## src/common/rscs_pkg.sv

```systemverilog
// Constants and types for the reset source and clock select block
package rscs_pkg;
  // Configuration word and its fields
  localparam int          RSCS_CFG_W         = 14;
  localparam logic [13:0] RSCS_CFG_ERASED    = 14'h3fff;
  localparam int          RSCS_SEL_LO_POS    = 0;
  localparam int          RSCS_SEL_HI_POS    = 1;
  localparam int          RSCS_PWUP_EN_N_POS = 3;
  localparam int          RSCS_BROWN_EN_POS  = 6;

  // Oscillator modes, encoded as the two select bits
  typedef enum logic [1:0] {
    RSCS_LOW_POWER_CRYSTAL_MODE  = 2'b00,
    RSCS_CRYSTAL_MODE            = 2'b01,
    RSCS_HIGH_SPEED_CRYSTAL_MODE = 2'b10,
    RSCS_RESISTOR_CAPACITOR_MODE = 2'b11
  } rscs_osc_mode_t;

  // Reset causes, one-hot
  localparam int         RSCS_CAUSE_W        = 6;
  localparam logic [5:0] RSCS_CAUSE_POR      = 6'h01;
  localparam logic [5:0] RSCS_CAUSE_CLR_RUN  = 6'h02;
  localparam logic [5:0] RSCS_CAUSE_CLR_SLP  = 6'h04;
  localparam logic [5:0] RSCS_CAUSE_DOG_RST  = 6'h08;
  localparam logic [5:0] RSCS_CAUSE_DOG_WAKE = 6'h10;
  localparam logic [5:0] RSCS_CAUSE_BROWN    = 6'h20;

  // Timing
  localparam int          RSCS_CLK_HZ         = 10_000_000;
  localparam int          RSCS_PWUP_MS        = 72;
  localparam int          RSCS_PWUP_CYC       = RSCS_PWUP_MS * (RSCS_CLK_HZ / 1000);
  localparam int          RSCS_STUP_CYC       = 1024;
  localparam int          RSCS_CNT_W          = 20;
  localparam logic [10:0] RSCS_STUP_LAST      = 11'h3ff;
  localparam int          RSCS_FILT_CYC       = 4;
  localparam logic [2:0]  RSCS_FILT_LAST      = 3'h3;

  // Sequencer states
  typedef enum logic [2:0] {
    RSCS_ST_HOLD = 3'b000,
    RSCS_ST_PWUP = 3'b001,
    RSCS_ST_STUP = 3'b010,
    RSCS_ST_RUN  = 3'b011,
    RSCS_ST_WAIT = 3'b100
  } rscs_state_t;
endpackage : rscs_pkg

```

## src/logic/rscs_master_clear_pin_filter.sv

```systemverilog
// Glitch filter on the master-clear input
`timescale 1ns/1ns
module rscs_clear_filter
  import rscs_pkg::*;
(
  input  wire logic clk_sys,          // System clock
  input  wire logic srst,             // Synchronous reset, high
  input  wire logic master_clear_n,   // Raw master-clear pin level, low asserts
  output logic      clear_active      // Filtered master-clear, high while held
);
  typedef struct packed {
    logic [2:0] cnt;
    logic       act;
  } rscs_filt_t;

  rscs_filt_t st;
  rscs_filt_t next_st;

  // Level must stand for the full count before it is believed
  always_comb begin
    next_st = st;
    if ((!master_clear_n) == st.act) begin
      next_st.cnt = 3'h0;
    end else if (st.cnt == RSCS_FILT_LAST) begin
      next_st.act = !master_clear_n;
      next_st.cnt = 3'h0;
    end else begin
      next_st.cnt = st.cnt + 3'h1;
    end
  end

  always_ff @(posedge clk_sys) begin
    if (srst) begin
      st <= '0;
    end else begin
      st <= next_st;
    end
  end

  assign clear_active = st.act;
endmodule : rscs_clear_filter

```

## src/logic/rscs_reset_seq.sv

```systemverilog
// Reset cause classification, time-out sequence and oscillator mode select
//
// Overview of operation
// - Erased configuration word reads all ones; every option takes its default.
// - Two select bits pick one of four oscillator modes.
// - Crystal modes run a crystal between oscillator input and output pins.
// - High-speed mode also accepts an external clock on the input pin.
// - Six reset causes are told apart.
// - Never-reset registers keep contents through all resets but power-on.
// - Other registers reset on power-on, master-clear, watchdog reset, brown-out.
// - Watchdog wake-up resets nothing and resumes execution.
// - Expiry and power-down flags are set per cause.
// - Short master-clear pulses are filtered out.
// - Watchdog reset never drives the master-clear pin.
// - Rising supply detection starts the power-on reset sequence.
// - Start-up timer counts 1024 oscillator-input cycles after power-up delay.
// - Start-up delay only in crystal modes, on power-on, brown-out or wake-up.
// - Power-on status flag clears on power-on only.
`timescale 1ns/1ns
module rscs_reset_seq
  import rscs_pkg::*;
#(
  parameter int PWUP_CYC = RSCS_PWUP_CYC  // Power-up delay in clocks
)(
  input  wire logic        clk_sys,          // System clock
  input  wire logic        srst,             // Synchronous reset, high
  input  wire logic [13:0] config_word,      // Non-volatile configuration word
  input  wire logic        config_erased,    // High when config memory is blank
  input  wire logic        supply_rise,      // Pulse: supply rise detected
  input  wire logic        brownout_det,     // Level: supply below brown-out point
  input  wire logic        master_clear_n,   // Master-clear pin, low asserts
  input  wire logic        watchdog_expire,  // Pulse: watchdog timer ran out
  input  wire logic        cpu_sleeping,     // Level: core is in sleep
  input  wire logic        osc_in_pin,       // Oscillator input pin level
  input  wire logic        ext_clk_sel,      // Board uses external clock on input pin
  input  wire logic        por_flag_set,     // Pulse: software sets power-on flag
  output logic [1:0]       osc_mode,         // Selected oscillator mode
  output logic             osc_drive_en,     // Inverting amplifier drives output pin
  output logic             chip_reset,       // Holds general registers in reset
  output logic             keep_reset,       // Resets never-reset class too
  output logic             wake_resume,      // Pulse: resume after watchdog wake-up
  output logic [5:0]       reset_cause,      // One-hot cause of last reset
  output logic             expiry_flag,      // Expiry flag
  output logic             powerdown_flag,   // Power-down flag
  output logic             por_status,       // Power-on status flag
  output logic             pin_drive_n       // Master-clear pin drive, never used
);
  typedef struct packed {
    rscs_state_t state;
    logic [19:0] cnt;
    logic [10:0] startup;
    logic        osc_q;
    logic [5:0]  cause;
    logic        expiry;
    logic        pdown;
    logic        por;
    logic        keep;
    logic        resume;
  } rscs_seq_t;

  rscs_seq_t   st;
  rscs_seq_t   next_st;
  logic        clear_active;
  logic [13:0] cfg;
  logic        crystal;
  logic        pwup_on;
  logic        brown_on;

  // Filter sits ahead of the classifier so glitches never reach a cause
  rscs_clear_filter u_filter (
    .clk_sys        (clk_sys),
    .srst           (srst),
    .master_clear_n (master_clear_n),
    .clear_active   (clear_active)
  );

  // Blank memory reads as all ones, so defaults apply
  assign cfg      = config_erased ? RSCS_CFG_ERASED : config_word;
  assign osc_mode = {cfg[RSCS_SEL_HI_POS], cfg[RSCS_SEL_LO_POS]};
  // Crystal amplifier only in crystal modes; external clock needs it off
  assign crystal  = (osc_mode != RSCS_RESISTOR_CAPACITOR_MODE);
  assign osc_drive_en = crystal &&
    !(ext_clk_sel && osc_mode == RSCS_HIGH_SPEED_CRYSTAL_MODE);
  // Brown-out enable forces the power-up delay on
  assign brown_on = cfg[RSCS_BROWN_EN_POS];
  assign pwup_on  = !cfg[RSCS_PWUP_EN_N_POS] || brown_on;

  // Cause classification and time-out sequence
  always_comb begin
    next_st = st;
    next_st.osc_q  = osc_in_pin;
    next_st.resume = 1'b0;
    next_st.keep   = 1'b0;
    if (supply_rise) begin
      next_st.cause  = RSCS_CAUSE_POR;
      next_st.expiry = 1'b1;
      next_st.pdown  = 1'b1;
      next_st.por    = 1'b0;
      next_st.keep   = 1'b1;
      next_st.state  = RSCS_ST_HOLD;
      next_st.cnt    = '0;
    end else if (brown_on && brownout_det) begin
      next_st.cause  = RSCS_CAUSE_BROWN;
      next_st.expiry = 1'b1;
      next_st.pdown  = 1'b1;
      next_st.state  = RSCS_ST_HOLD;
      next_st.cnt    = '0;
    end else if (clear_active) begin
      // A wake-up still timing its start-up is asleep, so it must reset too
      if (st.state == RSCS_ST_RUN || st.cause == RSCS_CAUSE_DOG_WAKE) begin
        next_st.cause = cpu_sleeping ? RSCS_CAUSE_CLR_SLP : RSCS_CAUSE_CLR_RUN;
        if (cpu_sleeping) begin
          next_st.expiry = 1'b1;
          next_st.pdown  = 1'b0;
        end
      end
      next_st.state = RSCS_ST_WAIT;
    end else if (watchdog_expire && st.state == RSCS_ST_RUN) begin
      next_st.expiry = 1'b0;
      if (cpu_sleeping) begin
        next_st.cause   = RSCS_CAUSE_DOG_WAKE;
        next_st.pdown   = 1'b0;
        next_st.state   = crystal ? RSCS_ST_STUP : RSCS_ST_RUN;
        next_st.startup = '0;
        next_st.resume  = !crystal;
      end else begin
        // Internal only: the pin driver stays released
        next_st.cause = RSCS_CAUSE_DOG_RST;
        next_st.pdown = 1'b1;
        next_st.state = RSCS_ST_WAIT;
      end
    end else begin
      case (st.state)
        RSCS_ST_HOLD: begin
          next_st.state   = pwup_on ? RSCS_ST_PWUP : (crystal ? RSCS_ST_STUP : RSCS_ST_RUN);
          next_st.cnt     = '0;
          next_st.startup = '0;
        end
        RSCS_ST_PWUP: begin
          next_st.cnt = st.cnt + 20'h1;
          if (st.cnt == RSCS_CNT_W'(PWUP_CYC - 1)) begin
            next_st.state = crystal ? RSCS_ST_STUP : RSCS_ST_RUN;
          end
        end
        RSCS_ST_STUP: begin
          // Counts rising edges of the oscillator input
          if (osc_in_pin && !st.osc_q) begin
            next_st.startup = st.startup + 11'h1;
            if (st.startup == RSCS_STUP_LAST) begin
              next_st.state  = RSCS_ST_RUN;
              next_st.resume = (st.cause == RSCS_CAUSE_DOG_WAKE);
            end
          end
        end
        // Master-clear released or watchdog reset: no power-up or start-up delay runs, start at once
        RSCS_ST_WAIT: next_st.state = RSCS_ST_RUN;
        default:      next_st.state = st.state;
      endcase
    end
    // Power-on clear wins over a simultaneous software set
    if (por_flag_set && !supply_rise) begin
      next_st.por = 1'b1;
    end
  end

  always_ff @(posedge clk_sys) begin
    if (srst) begin
      st        <= '0;
      st.state  <= RSCS_ST_HOLD;
      st.cause  <= RSCS_CAUSE_POR;
      st.expiry <= 1'b1;
      st.pdown  <= 1'b1;
      st.keep   <= 1'b1;
    end else begin
      st <= next_st;
    end
  end

  // Wake-up is not a reset: registers stay put
  assign chip_reset = (st.state != RSCS_ST_RUN) &&
                      (st.cause != RSCS_CAUSE_DOG_WAKE);
  assign keep_reset     = st.keep;
  assign wake_resume    = st.resume;
  assign reset_cause    = st.cause;
  assign expiry_flag    = st.expiry;
  assign powerdown_flag = st.pdown;
  assign por_status     = st.por;
  assign pin_drive_n    = 1'b1;
endmodule : rscs_reset_seq

```

## config.mk

```make
export PLATFORM = sky130hd
export DESIGN_NAME = rscs_reset_seq
export DESIGN_NICKNAME = d
export VERILOG_FILES = /design/src/common/rscs_pkg.sv /design/src/logic/rscs_master_clear_pin_filter.sv /design/src/logic/rscs_reset_seq.sv
export SDC_FILE = /design/constraint.sdc
export NUM_CORES = 1
export LEC_CHECK = 0
export BUFFER_PORTS_ARGS = -buffer_cell sky130_fd_sc_hd__buf_2
export CAP_MARGIN = 20
export CORE_ASPECT_RATIO = 0.75
export CORE_MARGIN = 2
export CORE_UTILIZATION = 40
export DETAILED_ROUTE_END_ITERATION = 8
export GPL_TIMING_DRIVEN = 0
export PLACE_DENSITY = 0.69
export SKIP_LAST_GASP = 1
export SLEW_MARGIN = 0
export SYNTH_ARGS = -nofsm -noshare
export SYNTH_HDL_FRONTEND = slang
export SYNTH_SLANG_ARGS = --single-unit
```

## constraint.sdc

```tcl
create_clock -name clk_sys -period 4.3 [get_ports clk_sys]
set_input_delay 0.86 -clock clk_sys [delete_from_list [all_inputs] [get_ports clk_sys]]
set_output_delay 0.86 -clock clk_sys [all_outputs]
set_load 0.01 [all_outputs]
```

==> run summary <==
Gate power share: 8.2%
Post-synth cell types: 49
CP Data Required Time: 3.44 ns
F_max: 350 MHz
Syn. warnings: 0
Outcome: finished, final reports clean
Clk root buf: clkbuf_8
Worst path max stage delay: 0.48 ns
CTS tree: yes
Avg Cell Area, Syn: 8.39 sq um
Die Y-Extent: 72.8 um
Non-filler cells, final: 418
HP Class: flip-flop to flip-flop
Yosys reg bits: 50
Setup CP Type: flip-flop to primary output
GRT overflow: 0
# hold bufs at CTS: 0
FF/Latch Area: 1000 sq um
Maximum fanout along the worst path: 10
Critical Path Source Type: flip-flop
Vias in the first global route: 1,853
Clock-pin slew on the worst setup and hold paths: 0.10 ns
Mux cell area share after synthesis: 0.793%
Io pins: 41
Initial Util: 40.8%
All-Layer GR Usage: 16.0%
Largest net degree at the start of global routing: 15
Min cycle time layout: 2.86 ns
Final Hold Vio Count: 0
Post-synthesis sequential area ratio: 39.6%
Nets: 365
Initial antenna violation count: 0
Rel. slew slack: 64.3%
Post-DP HPWL: 3980 um
Largest cells by area after synthesis: dfxtp_1, nor2_1, xnor2_1
First-pass GRT wire length: 8650 um
Cells after synthesis: 301
Psw: 0.196 mW
Setup crit end kind: primary output
Period Utilization, post-route: 66.5%
Synthesized area: 2520 sq um
Final instance area: 2860 sq um
Most common flop cell mapped by yosys: dfxtp_1
Setup ws final: 1.44 ns
Post-DP Area: 2770 sq um
Max_cap viols: 0
Antenna Diode Count: 0
Port Buffers: 28
Via count: 2,175
Slew @ Worst Pin: 0.536 ns
Inst Count DP: 410
Drt via density: 5.20
Cell taking the most area after synthesis: dfxtp_1
Critical Path AT: 2.00 ns
P_leak: 0.996 nW
Maximum level of the CTS H-tree: 2
Final setup viols: 0
Clk buf depth: 2
Compound-Gate Fraction of Synth Area: 13.0%
Pre-CTS setup slack: 1.64 ns
Sw Ratio: 23.8%
Synth Area in Adders: 1.98%
Avg WL per Cell: 12.6 um
# Post-CTS Setup Buffers: 0
Cts bufs inserted: 5
Core Box Area: 6190 sq um
Slew Viols, Final: 0
Setup TNS Final: 0 ns
Antenna viol nets, final: 0
Synth top cells by count: dfxtp_1, nor2_1, xnor2_1
Die Area: 6970 sq um
Pwr Total: 0.822 mW
Worst-skew pair later-pin latency: 0.31 ns
Fill count: 612
Clock power share: 34.3%
Footprint of the multi-input gates: 1360 sq um
Xor/xnor cell area share of the yosys netlist: 9.02%
Crit path cell chain: clkbuf_1 > nand2_1 > o2bb2ai_1 > inv_1 > buf_2
Row count: 25
Power Density: 288 nW/um^2
Drt total wl: 5270 um
Syn nets: 330
Share of layout cells above drive strength 1: 18.7%
Die Wd: 95.7 um
DRT iter0 DRCs: 96
VDD IR max: 0.115 mV
Post-synth ARST share: 0%
CTS resizes: 0
Unrepaired setup endpoints after global routing: false
CTS Sinks: 50
Int Power: 0.627 mW
Largest family of logic cells by synthesized area: simple AND/OR/NAND/NOR gates
DRT Pass-1 Iters: 4
Synth Area in Simple Gates: 29.0%
Number of flops mapped to enable cells by yosys: 0
Routability cong.: 0.913
Critical-path top delay cell: o2bb2ai_1
Sequential power share: 57.4%
Area delta synth->final: 13.2%
Worst Clk Skew: 0.0146 ns
Synth top area share: 39.6%
# DRC: 0
[worst max-delay path, delay by kind of cell, from the launching register on]
family | cells | cell delay [ns]
DFF | 1 | 0.40
buffers and inverters | 3 | 0.65
AOI/OAI and AO/OA | 1 | 0.48
and+or+nand+nor | 1 | 0.16
[through the flow]
stage / utilization [%] / hold WS [ns]
after floorplan: - / 0.399
after global placement: 44.7 / 0.408
after detailed placement: 44.7 / 0.412
after CTS: 46.1 / 0.430
after global routing: 46.1 / 0.473
final: 46.1 / 0.430
[sequential cells by signal, summed over array words and instances (netlist names)]
| name | cells |
|---|---|
| u_filter.clear_active | 1 |
| st | 35 |
| keep_reset | 1 |
| powerdown_flag | 1 |
| por_status | 1 |
| expiry_flag | 1 |
| u_filter.st | 3 |
| wake_resume | 1 |
| reset_cause | 6 |
[per-layer routing]
layer	vias to the layer above	share of wire, %	global-route usage [%]
met3	2	5.9	4.55
li1	1110	-	-
met4	0	0.80	5.08
met1	1011	50	22.8
met2	52	43	23.5
met5	-	0	0
[power groups by stage]
stage          combinational (mW)  clock, mW  sequential, mW
2_1_floorplan              0.0446          0           0.483
3_3_place_gp               0.0665          0           0.483
3_5_place_dp               0.0674          0           0.483
4_1_cts                    0.0675      0.291           0.472
5_1_grt                    0.0749      0.316           0.473
6_report                   0.0676      0.282           0.472
[layout by cell type, fill, tap and decap left out, drive strengths merged, types with 7 or more instances in the layout]
cell	n
nand3	9
a21oi	15
nand2	17
nand4	7
clkbuf	14
o21ai	10
xnor2	18
xor2	8
nor2	50
dfxtp	50
nor3	9
inv	12
nor4	12
buf	41
[area by class of cell]
| cell class | count | share of cell area (%) |
|---|---|---|
| flip-flops and latches | 50 | 35.0 |
| plain buffers | 20 | 4.12 |
| clock inverters | 1 | 0.175 |
| clock buffers | 7 | 3.02 |
| repair buffers | 28 | 4.90 |
| inverters | 12 | 1.58 |
| well taps | 81 | 3.55 |
| multi-input cells | 219 | 47.6 |
[path summary, 6_finish.rpt]
path / startpoint / to / slack (ns) / cells past startpoint
min reg2reg: u_filter.st[1] / u_filter.st[1] / 0.43 / 1
min: u_filter.st[1] / u_filter.st[1] / 0.43 / 1
max: st[43] / chip_reset / 1.44 / 5
max reg2reg: u_filter.clear_active / st[18] / 2.23 / 7
[cell families (layout without fill, tap and decap cells)]
family / count (synthesis) / after routing
and+or+nand+nor: 134 / 134
AOI/OAI and AO/OA: 52 / 52
DFF: 50 / 50
buffers and inverters: 32 / 68
xor gates and xnor gates: 26 / 26
adders and majority gates: 4 / 4
muxes: 2 / 2
other: 1 / 1
Power figures use the tool's default switching activity.
